$ cat src/rxwake_consts.svh
// offsets, field positions, reset values and timing counts
`ifndef RXWAKE_CONSTS_SVH
`define RXWAKE_CONSTS_SVH
`define REG_CTRL_OFF        12'h000
`define REG_STATUS_OFF      12'h004
`define REG_DATA_OFF        12'h008
`define CTRL_SFD_EN_BIT     0
`define CTRL_RX_START_IRQ_ENABLE_BIT      1
`define CTRL_MPF_BIT        2
`define CTRL_SIZE_LSB       3
`define CTRL_STOP2_BIT      6
`define CTRL_SYNC_BIT       7
`define CTRL_RST_VAL        32'h0000_0018
`define STAT_RXC_BIT        0
`define STAT_TXC_BIT        1
`define STAT_START_BIT      2
`define STAT_WAKE_BIT       3
`define STAT_OSC_BIT        4
`define STAT_NINTH_BIT      5
`define OSC_START_NS        2000
`define CLK_PERIOD_NS       20
`define OSC_START_CYC       ((`OSC_START_NS + `CLK_PERIOD_NS - 1) / `CLK_PERIOD_NS)
`define SIZE_9BIT           3'h7
`endif

$ cat src/rxwake_pkg.sv
// types for the receive wake and address filter block
package rxwake_pkg;
	typedef enum logic [1:0] {
		WK_SLEEP = 2'b00,
		WK_OSC   = 2'b01,
		WK_FRAME = 2'b10
	} wake_state_e;
	typedef logic [2:0] char_size_t;
endpackage

$ cat src/rxwake_osc_timer.sv
// oscillator start-up timer
module rxwake_osc_timer #(
	parameter int CYCLES = 100
) (
	// clock and control
	input  wire logic clk_i,
	input  wire logic srst_i,
	input  wire logic ce_i,
	input  wire logic start_i,
	// status
	output logic      ready_o
);
	logic [15:0] cnt_r;
	always_ff @(posedge clk_i) begin
		if (srst_i) begin
			cnt_r   <= 16'h0000;
			ready_o <= 1'b0;
		end else if (ce_i) begin
			if (!start_i) begin
				cnt_r   <= 16'h0000;
				ready_o <= 1'b0;
			end else if (cnt_r == 16'(CYCLES - 1)) begin
				ready_o <= 1'b1;
			end else begin
				cnt_r <= cnt_r + 16'h0001;
			end
		end
	end
endmodule

$ cat src/rxwake_filter.sv
// start-frame wake logic and multi-processor address filter
// Functional notes
// RL1: start bit on rx line wakes device from power-down and standby
// RL2: falling edge in sleep powers oscillator and enables port clock
// RL3: detection works sync and async, only when its enable is set
// RL4: start interrupt raised at once on detection when enabled
// RL5: without start interrupt only oscillator and port clock run
// RL6: sync sender stays under clock/4 from idle, 500 kbps otherwise
// RL7: async sender from idle may use active-mode max baud rate
// RL8: normal speed wake-up baud error within tabulated limits
// RL9: double speed wake-up baud error within tabulated limits
// RL10: filter on drops every non-address frame before receive buffer
// RL11: transmitter ignores the filter bit
// RL12: frame type is first stop bit, or ninth bit for 9-bit frames
// RL13: frame type one means address, zero means data
// RL14: accepted address frame sets receive-complete like any frame
// RL15: master uses 9-bit frames, ninth bit marks address
// RL16: slave software reads address, clears filter if selected
// RL17: filter clear accepts all data; filter set ignores data
// RL18: slave sets filter again after the last data frame
// RL19: 5-8 bit multi-processor sender uses two stop bits
// RL20: transmitter and receiver share one character size setting
// RL21: software avoids read-modify-write on the filter bit
// RL22: only the first stop bit is evaluated
// RL23: detection disabled means no oscillator start or clock wake
`include "rxwake_consts.svh"
module rxwake_filter
	import rxwake_pkg::*;
#(
	parameter int OSC_CYCLES = `OSC_START_CYC
) (
	// clock, enable, reset
	input  wire logic        clk_i,
	input  wire logic        srst_i,
	input  wire logic        ce_i,
	// apb slave
	input  wire logic        psel_i,
	input  wire logic        penable_i,
	input  wire logic        pwrite_i,
	input  wire logic [11:0] paddr_i,
	input  wire logic [31:0] pwdata_i,
	output logic      [31:0] prdata_o,
	output logic             pready_o,
	output logic             pslverr_o,
	// serial line and power state
	input  wire logic        serial_rx_line_i,
	input  wire logic        deep_sleep_i,
	// frame from the assembler
	input  wire logic        frame_valid_i,
	input  wire logic [8:0]  frame_data_i,
	input  wire logic        first_stop_i,
	input  wire logic        frame_active_i,
	// transmitter side
	input  wire logic        tx_done_i,
	output logic      [2:0]  tx_char_size_o,
	output logic             tx_two_stop_o,
	// clock and wake control
	output logic             osc_enable_o,
	output logic             port_clk_enable_o,
	output logic             cpu_wake_o,
	output logic             rx_start_irq_o,
	output logic             rx_complete_irq_o
);
	logic [31:0]  ctrl_r;
	logic         rx_complete_flag_r;
	logic         tx_complete_flag_r;
	logic         start_seen_r;
	logic [8:0]   port_data_reg_r;
	logic         rx_ninth_bit_r;
	logic         rx_prev_r;
	wake_state_e  wake_r;
	logic         osc_ready;
	logic         start_det;
	logic         frame_type;
	logic         accept;
	logic         wr_en;
	logic         rd_en;
	// register decode, flag terms and status gathering
	localparam int STAT_USED = 6;
	logic         sel_ctrl;
	logic         sel_status;
	logic         sel_data;
	logic         status_wr;
	logic         data_rd;
	logic         rd_setup;
	logic         sleep_start;
	logic         rxc_set;
	logic         rxc_clr;
	logic         txc_set;
	logic         txc_clr;
	logic         start_set;
	logic         start_clr;
	logic [STAT_USED-1:0] status_bits;
	logic [31:0]  status_word;
	logic [31:0]  read_word;

	function automatic logic hit(input logic [11:0] a, input logic [11:0] o);
		return a == o;
	endfunction

	// register select decode shared by clear and read paths; the control write decodes its own address
	assign sel_ctrl   = hit(paddr_i, `REG_CTRL_OFF);
	assign sel_status = hit(paddr_i, `REG_STATUS_OFF);
	assign sel_data   = hit(paddr_i, `REG_DATA_OFF);
	assign status_wr  = ce_i && wr_en && sel_status;
	assign data_rd    = ce_i && rd_en && sel_data;
	assign rd_setup   = ce_i && psel_i && !penable_i && !pwrite_i;

	wire logic        start_frame_detect_enable = ctrl_r[`CTRL_SFD_EN_BIT];
	wire logic        rx_start_irq_enable       = ctrl_r[`CTRL_RX_START_IRQ_ENABLE_BIT];
	wire logic        multiproc_filter_bit      = ctrl_r[`CTRL_MPF_BIT];
	wire char_size_t  char_size_code = ctrl_r[`CTRL_SIZE_LSB +: 3];

	assign wr_en     = psel_i && penable_i && pwrite_i;
	assign rd_en     = psel_i && penable_i && !pwrite_i;
	assign pready_o  = 1'b1;
	assign pslverr_o = psel_i && penable_i
		&& !hit(paddr_i, `REG_CTRL_OFF)
		&& !hit(paddr_i, `REG_STATUS_OFF)
		&& !hit(paddr_i, `REG_DATA_OFF);

	// one shared size setting for both directions; the stop setting drives only the transmitter
	assign tx_char_size_o = char_size_code; // RL20
	assign tx_two_stop_o  = ctrl_r[`CTRL_STOP2_BIT]; // RL11

	// frame type: ninth bit for 9-bit frames, else first stop bit
	assign frame_type = (char_size_code == `SIZE_9BIT) ?
		frame_data_i[8] : first_stop_i; // RL12 RL22
	// address frames carry a one in the type bit
	assign accept = frame_valid_i
		&& (!multiproc_filter_bit || frame_type); // RL10 RL13 RL17

	// start detect is a falling edge on the line while enabled
	assign start_det = start_frame_detect_enable
		&& rx_prev_r && !serial_rx_line_i; // RL3 RL23

	// control register
	always_ff @(posedge clk_i) begin
		if (srst_i) begin
			ctrl_r <= `CTRL_RST_VAL;
		end else if (ce_i && wr_en && hit(paddr_i, `REG_CTRL_OFF)) begin
			ctrl_r <= {24'h000000, pwdata_i[7:0]};
		end
	end

	// line history for edge detection
	always_ff @(posedge clk_i) begin
		if (srst_i) begin
			rx_prev_r <= 1'b1;
		end else if (ce_i) begin
			rx_prev_r <= serial_rx_line_i;
		end
	end

	// wake sequencer
	always_ff @(posedge clk_i) begin
		if (srst_i) begin
			wake_r <= WK_SLEEP;
		end else if (ce_i) begin
			case (wake_r)
				WK_SLEEP: begin
					if (deep_sleep_i && start_det) begin
						wake_r <= WK_OSC; // RL1 RL2
					end
				end
				WK_OSC: begin
					if (osc_ready) begin
						wake_r <= WK_FRAME;
					end
				end
				WK_FRAME: begin
					if (frame_valid_i || !deep_sleep_i) begin
						wake_r <= WK_SLEEP; // RL5
					end
				end
				default: begin
					wake_r <= WK_SLEEP;
				end
			endcase
		end
	end

	rxwake_osc_timer #(
		.CYCLES (OSC_CYCLES)
	) u_osc_timer (
		.clk_i   (clk_i),
		.srst_i  (srst_i),
		.ce_i    (ce_i),
		.start_i (wake_r != WK_SLEEP),
		.ready_o (osc_ready)
	);

	// start edge while asleep opens the wake window
	assign sleep_start = deep_sleep_i && start_det; // RL2

	// oscillator request: from the start edge to the end of the frame
	always_ff @(posedge clk_i) begin
		if (srst_i) begin
			osc_enable_o <= 1'b0;
		end else if (ce_i) begin
			osc_enable_o <= (wake_r != WK_SLEEP) || sleep_start; // RL2
		end
	end

	// port clock waits for the oscillator, then covers the frame
	always_ff @(posedge clk_i) begin
		if (srst_i) begin
			port_clk_enable_o <= 1'b0;
		end else if (ce_i) begin
			port_clk_enable_o <= (wake_r == WK_FRAME)
				|| (wake_r == WK_OSC && osc_ready)
				|| frame_active_i; // RL5
		end
	end

	// flag set and clear terms; a set in the clear cycle wins
	assign rxc_set   = accept; // RL14
	assign rxc_clr   = data_rd;
	assign txc_set   = tx_done_i;
	assign txc_clr   = status_wr && pwdata_i[`STAT_TXC_BIT];
	assign start_set = start_det; // RL4
	assign start_clr = status_wr && pwdata_i[`STAT_START_BIT];

	// start seen flag, write one to clear
	always_ff @(posedge clk_i) begin
		if (srst_i) begin
			start_seen_r <= 1'b0;
		end else if (ce_i) begin
			if (start_set) begin
				start_seen_r <= 1'b1;
			end else if (start_clr) begin
				start_seen_r <= 1'b0;
			end
		end
	end

	// receive buffer: only accepted frames are stored
	always_ff @(posedge clk_i) begin
		if (srst_i) begin
			port_data_reg_r <= 9'h000;
			rx_ninth_bit_r  <= 1'b0;
		end else if (ce_i && accept) begin
			port_data_reg_r <= frame_data_i; // RL10
			rx_ninth_bit_r  <= frame_type;
		end
	end

	// receive complete flag, cleared by reading the data word
	always_ff @(posedge clk_i) begin
		if (srst_i) begin
			rx_complete_flag_r <= 1'b0;
		end else if (ce_i) begin
			if (rxc_set) begin
				rx_complete_flag_r <= 1'b1;
			end else if (rxc_clr) begin
				rx_complete_flag_r <= 1'b0;
			end
		end
	end

	// transmit complete flag, write one to clear
	always_ff @(posedge clk_i) begin
		if (srst_i) begin
			tx_complete_flag_r <= 1'b0;
		end else if (ce_i) begin
			if (txc_set) begin
				tx_complete_flag_r <= 1'b1;
			end else if (txc_clr) begin
				tx_complete_flag_r <= 1'b0;
			end
		end
	end

	// start interrupt level
	always_ff @(posedge clk_i) begin
		if (srst_i) begin
			rx_start_irq_o <= 1'b0;
		end else if (ce_i) begin
			rx_start_irq_o <= rx_start_irq_enable
				&& (start_seen_r || start_det); // RL4
		end
	end

	// receive complete interrupt level
	always_ff @(posedge clk_i) begin
		if (srst_i) begin
			rx_complete_irq_o <= 1'b0;
		end else if (ce_i) begin
			rx_complete_irq_o <= rx_complete_flag_r || accept;
		end
	end

	// processor wake pulse: start interrupt or accepted frame
	always_ff @(posedge clk_i) begin
		if (srst_i) begin
			cpu_wake_o <= 1'b0;
		end else if (ce_i) begin
			cpu_wake_o <= (rx_start_irq_enable && start_det)
				|| accept; // RL1 RL5
		end
	end

	// status flags gathered at their bit positions
	assign status_bits[`STAT_RXC_BIT]   = rx_complete_flag_r;
	assign status_bits[`STAT_TXC_BIT]   = tx_complete_flag_r;
	assign status_bits[`STAT_START_BIT] = start_seen_r;
	assign status_bits[`STAT_WAKE_BIT]  = wake_r != WK_SLEEP;
	assign status_bits[`STAT_OSC_BIT]   = osc_ready;
	assign status_bits[`STAT_NINTH_BIT] = rx_ninth_bit_r;

	// flags fill the low bits; the rest of the word reads zero
	for (genvar i = 0; i < 32; i++) begin : g_status
		if (i < STAT_USED) begin : g_flag
			assign status_word[i] = status_bits[i];
		end else begin : g_zero
			assign status_word[i] = 1'b0;
		end
	end

	// read mux over the decoded selects; unmapped reads zero
	always_comb begin
		read_word = 32'h0000_0000;
		if (sel_ctrl) begin
			read_word = ctrl_r;
		end else if (sel_status) begin
			read_word = status_word;
		end else if (sel_data) begin
			read_word = {23'h000000, port_data_reg_r};
		end
	end

	// read data captured in the setup cycle, held until the next read
	always_ff @(posedge clk_i) begin
		if (srst_i) begin
			prdata_o <= 32'h0000_0000;
		end else if (rd_setup) begin
			prdata_o <= read_word;
		end
	end
endmodule

$ cat config.mk
export PLATFORM = sky130hd
export DESIGN_NAME = rxwake_filter
export DESIGN_NICKNAME = d
export VERILOG_FILES = /design/src/rxwake_pkg.sv /design/src/rxwake_osc_timer.sv /design/src/rxwake_filter.sv
export VERILOG_INCLUDE_DIRS = /design/src
export SDC_FILE = /design/constraint.sdc
export NUM_CORES = 1
export LEC_CHECK = 0
export BUFFER_PORTS_ARGS = -buffer_cell sky130_fd_sc_hd__buf_4
export CAP_MARGIN = 20
export CORE_UTILIZATION = 49
export CTS_CLUSTER_SIZE = 40
export DETAILED_ROUTE_END_ITERATION = 8
export GPL_TIMING_DRIVEN = 0
export PLACE_DENSITY = 0.8
export SYNTH_ARGS = -nofsm -noshare
export SYNTH_HDL_FRONTEND = slang
export SYNTH_SLANG_ARGS = --single-unit
$ cat constraint.sdc
create_clock -name clk_i -period 1.82 [get_ports clk_i]
set_clock_uncertainty 0.05 [all_clocks]
set_input_delay 0 -clock clk_i [delete_from_list [all_inputs] [get_ports clk_i]]
set_output_delay 0 -clock clk_i [all_outputs]
set_load 0.01 [all_outputs]
# --- Word level (Yosys, flattened, before mapping) ---
# Cells that the tools add are included.
totals:
  ff_bits: 78
  output_inout_bits: 43
  wordCells: 98
op_classes:
  n_addsub: 1
  n_eq_ne: 11
  n_mux: 18
  reduce_logical: 52
op_table:
  columns: ["op", "count"]
  rows:
  - ["$mux 16", 2]
  - ["$mux 9", 3]
  - ["$logic_and 1x1->1", 24]
  - ["$add 16x1->16 const B", 1]
  - ["$eq 16x7->1 const B", 1]
  - ["$eq 12x3->1 const B", 1]
  - ["$eq 12x4->1 const B", 1]
  - ["$logic_not 12->1", 1]
  - ["$reduce_and 2->1", 5]
  - ["$mux 1", 9]
  - ["$logic_not 1->1", 8]
  - ["$logic_or 1x1->1", 8]
  - ["$ne 2x2->1 const B", 4]
  - ["$reduce_bool 2->1", 4]
  - ["$mux 2", 3]
  - ["$pmux 2 s3", 1]
  - ["$reduce_and 4->1", 1]
  - ["$eq 3x3->1 const B", 1]
  - ["$eq 2x1->1 const B", 1]
  - ["$eq 2x2->1 const B", 1]
  - ["$logic_not 2->1", 1]
  - ["$ne 2x1->1 const B", 1]

# --- Logic depth before layout (Yosys ltp) ---
logic_depth:
  word_depth: 7
  depth_mapped: 6

# --- Modules after synthesis ---
# Synthesis repeated with hierarchy kept, for this count alone.
unflattened:
  hier_cells: 359
  area_unflattened_um2: 2992.9
by_module_without_submodules:
  columns: ["mod", "instances", "cells_per_inst", "area_per_inst_um2"]
  rows:
  - ["rxwake_filter", 1, 242, 2055.7]
  - ["rxwake_osc_timer", 1, 117, 937.1]

# --- Worst setup path after synthesis ---
# OpenSTA, ideal clock, no wires.
synth_timing:
  kind: "input port to flip-flop"
  from: "input port paddr_i[5]"
  to: "register rx_complete_flag_r"
  setup_ns: 0.132
  arrival_time_ns: 1.436
  t_required_ns: 1.638
  setup_slack_ns: 0.201
  path_stages: 4
  path_cell_list: "or4_4 > or4_4 > o41ai_2 > a21oi_1"
synth_between:
  elab_chain_len: 4
synth_lines:
  columns: ["element", "line_no", "text"]
  rows:
  - ["start, declared", "rxwake_filter.sv:40", "input wire logic [11:0] paddr_i,"]
  - ["$eq 12x4->1", "rxwake_filter.sv:98", "return a == o;"]
  - ["$logic_and 1x1->1", "rxwake_filter.sv:106", "assign data_rd = ce_i && rd_en && sel_data;"]
  - ["$reduce_bool 2->1 (no line)", null, null]
  - ["$reduce_and 2->1 (no line)", null, null]
  - ["end signal, assigned", "rxwake_filter.sv:251", "rx_complete_flag_r <= 1'b0;"]
  - ["end signal, assigned", "rxwake_filter.sv:254", "rx_complete_flag_r <= 1'b1;"]
  - ["end signal, assigned", "rxwake_filter.sv:256", "rx_complete_flag_r <= 1'b0;"]
  - ["end, declared", "rxwake_filter.sv:65", "logic rx_complete_flag_r;"]
# No other way between the ends.
# A chain may end at the register's enable or synchronous reset.

# --- Final worst setup path ---
layout_timing:
  from: "register u_osc_timer.cnt_r[8]"
  to: "register u_osc_timer.cnt_r[0]"
layout_between:
  elab_chain_len: 3
layout_lines:
  columns: ["element", "line_no", "text"]
  rows:
  - ["start, declared", "rxwake_osc_timer.sv:13", "logic [15:0] cnt_r;"]
  - ["start signal, assigned", "rxwake_osc_timer.sv:25", "cnt_r <= cnt_r + 16'h0001;"]
  - ["$eq 16x7->1", "rxwake_osc_timer.sv:22", "end else if (cnt_r == 16'(CYCLES - 1)) begin"]
  - ["$ne 2x2->1 (no line)", null, null]
  - ["$reduce_and 2->1 (no line)", null, null]
# No other way between the ends.

==> flow_results.xml <==
<?xml version="1.0" encoding="UTF-8"?>
<metrics>
  <group name="synthesis">
    <metric name="synth-seq-cells" unit="">55</metric>
    <metric name="ys_async_sr_fraction" unit="%">0</metric>
    <metric name="synth_seq_area_share" unit="%">38.44</metric>
    <metric name="synthesized_instance_count" unit="">328</metric>
    <metric name="synth_area" unit="sq um">2864</metric>
    <metric name="avgSynthCellArea" unit="sq um">8.732</metric>
    <metric name="count_of_flip_flops_with_a_built_in_enable_after_synthesis" unit="">0</metric>
    <metric name="synth_top_flop_cell" unit="">dfxtp_1</metric>
    <metric name="yosysUniqueCellTypes" unit="">55</metric>
    <metric name="ys.warnings.count" unit="">0</metric>
  </group>
  <group name="grt">
    <metric name="globalRouteTotalUtil" unit="%">24.76</metric>
    <metric name="grt_first_pass_wirelength" unit="mm">11.97</metric>
    <metric name="grt_pass1_vias" unit="">2585</metric>
    <metric name="grt_antenna_before_repair" unit="">0</metric>
    <metric name="gr-total-overflow" unit="">0</metric>
    <metric name="largest_net_degree_at_the_start_of_global_routing" unit="">19</metric>
  </group>
  <group name="run">
    <metric name="cap_violations" unit="">0</metric>
  </group>
  <group name="power">
    <metric name="power_frac_clock" unit="%">31.0</metric>
    <metric name="vdd_drop_max" unit="mV">0.4923</metric>
    <metric name="p_leak" unit="uW">0.001567</metric>
    <metric name="sequentialPowerShare" unit="%">54.0</metric>
    <metric name="switchingPower" unit="uW">613.5</metric>
    <metric name="sw_frac_of_total" unit="%">26.51</metric>
    <metric name="power" unit="uW">2314</metric>
    <metric name="pwr-share-comb" unit="%">15.1</metric>
    <metric name="internal_power" unit="uW">1701</metric>
    <metric name="power_density" unit="nW/um^2">598.6</metric>
  </group>
  <group name="route">
    <metric name="drcViolationCount" unit="">0</metric>
    <metric name="top_layer_used" unit="">met4</metric>
    <metric name="vias_per_cell" unit="">5.322</metric>
    <metric name="drt_iter0_markers" unit="">126</metric>
    <metric name="drt-pass1-iter-count" unit="">4</metric>
    <metric name="dr_wl_met3" unit="microns">452</metric>
    <metric name="route.detailed.wl_per_inst" unit="microns">14.57</metric>
    <metric name="via_count" unit="">2741</metric>
    <metric name="totalWireLength" unit="mm">7.503</metric>
    <metric name="antenna_left" unit="">0</metric>
    <metric name="dr_wl_met2" unit="mm">3.732</metric>
    <metric name="wirelength_met1" unit="mm">3.173</metric>
  </group>
  <group name="floorplanning">
    <metric name="starting_density_of_the_core" unit="%">51.38</metric>
    <metric name="fp-row-count" unit="">27</metric>
    <metric name="die_area" unit="sq um">6154</metric>
    <metric name="die_h" unit="microns">78.45</metric>
    <metric name="die_x" unit="microns">78.45</metric>
    <metric name="boundaryPins" unit="">108</metric>
    <metric name="core_area" unit="sq um">5574</metric>
  </group>
  <group name="layout">
    <metric name="drive_above_1_share" unit="%">26.86</metric>
    <metric name="layout.cells.most_common" unit="">buf_4</metric>
    <metric name="mostFrequentLayoutCells" unit="">buf_4 (90), dfxtp_1 (53), nor2_1 (30), nand2b_1 (25), dlygate4sd3_1 (25)</metric>
    <metric name="fillers" unit="">453</metric>
    <metric name="area_growth_syn_to_layout" unit="%">34.99</metric>
    <metric name="antenna_cells" unit="">0</metric>
    <metric name="finalNetCount" unit="">508</metric>
  </group>
  <group name="worst_setup_path">
    <metric name="crit_path_cell_trace" unit="">nor4_2 &gt; nand4_1 &gt; mux2i_1 &gt; a2111oi_1</metric>
    <metric name="required" unit="ps">1970</metric>
    <metric name="critPathTopFamily" unit="">simple AND/OR/NAND/NOR gates</metric>
    <metric name="timing.setup.critical_path_class" unit="">flop to flop</metric>
    <metric name="critical_path.n_buffers_inverters" unit="">0</metric>
    <metric name="cp-end-kind" unit="">flop</metric>
    <metric name="worst_path_max_delay_cell" unit="">dfxtp_1</metric>
    <metric name="critical_path.max_fanout" unit="">6</metric>
    <metric name="worst-endpoint-arrival" unit="ps">1840</metric>
    <metric name="critical-path-max-stage-delay" unit="ps">390</metric>
    <metric name="crit_path_start_kind" unit="">flop</metric>
  </group>
  <group name="worst_hold_path">
    <metric name="timing.hold.worst.class" unit="">input port to flop</metric>
  </group>
  <group name="clocking">
    <metric name="cts_inserted_buffers" unit="">5</metric>
    <metric name="clk_pin_slew" unit="ps">110</metric>
    <metric name="clock_path_buffers" unit="">2</metric>
    <metric name="root_buffer" unit="">clkbuf_8</metric>
    <metric name="cts_tree" unit="">built</metric>
    <metric name="h_tree_levels" unit="">2</metric>
    <metric name="cts_sinks" unit="">55</metric>
    <metric name="clock_insertion_delay_at_the_later_pin_of_the_skew_report" unit="ps">320</metric>
  </group>
  <group name="timing">
    <metric name="rsz0062_at_grt" unit="">no</metric>
    <metric name="fmaxAchievable" unit="MHz">590.9</metric>
    <metric name="setup_viol_count_final" unit="">0</metric>
    <metric name="final-max-slew-violation-count" unit="">0</metric>
    <metric name="worst_slack" unit="ps">127.8</metric>
    <metric name="setup_total_negative_slack" unit="ps">0</metric>
    <metric name="worst_slew_pin_slew" unit="ps">615.7</metric>
    <metric name="minimum_clock_period_after_layout" unit="ps">1692</metric>
    <metric name="timing.max_slew.rel_slack" unit="%">58.64</metric>
    <metric name="final_hold_viols" unit="">0</metric>
    <metric name="final_min_period_over_clock_period" unit="%">92.98</metric>
  </group>
  <group name="placement">
    <metric name="pre_cts_ws" unit="ps">-71.62</metric>
    <metric name="finalWeightedCongestion" unit="">0.8382</metric>
    <metric name="place.detailed.hpwl" unit="mm">5.258</metric>
    <metric name="portbufs" unit="">59</metric>
  </group>
  <group name="status">
    <metric name="run_status" unit="">finished, final reports clean</metric>
  </group>
</metrics>
## synth_stat cells (4+ instances only)
| library cell | number | area [sq um] |
|---|---|---|
| a211oi_1 | 8 | 60.06 |
| a21oi_1 | 24 | 120.1 |
| a22oi_1 | 5 | 37.54 |
| and4_1 | 4 | 35.03 |
| buf_4 | 29 | 217.7 |
| clkbuf_1 | 9 | 33.78 |
| dfxtp_1 | 55 | 1101 |
| mux2i_1 | 13 | 130.1 |
| nand2_1 | 21 | 78.83 |
| nand2b_1 | 25 | 156.4 |
| nand3_1 | 9 | 45.04 |
| nand4_1 | 5 | 31.28 |
| nand4b_1 | 7 | 61.31 |
| nor2_1 | 31 | 116.4 |
| o21ai_0 | 5 | 25.02 |
| o21ai_1 | 9 | 45.04 |
| or3_1 | 4 | 25.02 |
| xor2_1 | 7 | 61.31 |
## area by class of cell
| cell class | instances | area (sq um) | share of cell area (%) |
|---|---|---|---|
| plain buffers | 42 | 271.5 | 7.023 |
| flip-flops and latches | 55 | 1106 | 28.61 |
| multi-input cells | 249 | 1587 | 41.04 |
| clock inverters | 3 | 23.77 | 0.6149 |
| inverters | 3 | 11.26 | 0.2913 |
| clock buffers | 5 | 68.82 | 1.780 |
| repair buffers | 86 | 708.2 | 18.32 |
| well taps | 72 | 90.09 | 2.330 |
## registers in the layout, indices dropped and copies added (netlist names)
| register | flops |
|---|---|
| u_osc_timer.cnt_r | 16 |
| port_data_reg_r | 9 |
| prdata_o | 9 |
| ctrl_r | 8 |
| wake_r | 2 |
| cpu_wake_o | 1 |
| osc_enable_o | 1 |
| port_clk_enable_o | 1 |
| rx_complete_flag_r | 1 |
| rx_complete_irq_o | 1 |
| rx_ninth_bit_r | 1 |
| rx_prev_r | 1 |
| rx_start_irq_o | 1 |
| start_seen_r | 1 |
| tx_complete_flag_r | 1 |
| u_osc_timer.ready_o | 1 |
## power by group through the flow
stage / clock, uW / combinational [uW] / sequential [uW]
after floorplan: 0 / 173 / 1270
after global placement: 0 / 293 / 1270
after detailed placement: 0 / 298 / 1280
after CTS: 717 / 341 / 1250
after global routing: 771 / 378 / 1250
final: 716 / 349 / 1250
## routing by layer
metal  vias to the layer above  track usage [%]
li1                       1344                -
met3                        16            4.419
met1                      1273            30.89
met2                       108            42.11
met4                         0            9.815
met5                         -                0
## kinds of logic (layout without fill, tap and decap cells)
kind of cell | count (synthesis) | count (layout) | synth area share [%]
AND/OR/NAND/NOR | 129 | 129 | 27.04
flip-flops | 55 | 55 | 38.44
AO/OA/AOI/OAI | 73 | 73 | 16.56
other | 2 | 24 | 0.2622
adder cells (fa/ha/maj) | 1 | 1 | 0.4368
XOR/XNOR | 9 | 9 | 2.752
buffers and inverters | 46 | 139 | 9.961
multiplexers | 13 | 13 | 4.543
## worst reg2reg max path: stages, from the launching register on
cell and delay, ps:
dfxtp_1 390, nor4_2 390, nand4_1 230, mux2i_1 170, a2111oi_1 350
## final timing paths
path | startpoint | endpoint | slack, ps | depth (start not counted)
worst max-delay path | u_osc_timer.cnt_r[8]$_SDFFE_PP0P_ | u_osc_timer.cnt_r[0]$_SDFFE_PP0P_ | 130 | 4
worst min-delay path | srst_i | u_osc_timer.cnt_r[13]$_SDFFE_PP0P_ | 3 | 3
worst max register to register | u_osc_timer.cnt_r[8]$_SDFFE_PP0P_ | u_osc_timer.cnt_r[0]$_SDFFE_PP0P_ | 130 | 4
worst min register to register | port_data_reg_r[1]$_SDFFE_PP0P_ | port_data_reg_r[1]$_SDFFE_PP0P_ | 440 | 2
## through the flow
step	util (%)	instances	cell area [sq um]	hold WS, ps
finish	69.36	515	3866	2.512
global route	69.36	515	3866	11.92
CTS	68.82	515	3836	3.682
detailed placement	62.42	481	3480	178.4
global placement	62.42	481	3480	180.0
floorplan	-	350	2947	72.42
## what timing repair did
item,in CTS,in global routing
pin swaps,1,3
setup buffers,1,1
endpoints found under the hold margin,26,0
resized for setup,1,9
endpoints found under the setup margin,2,7
hold buffers,25,0
Note: power is estimated with default switching activity, not from simulation.
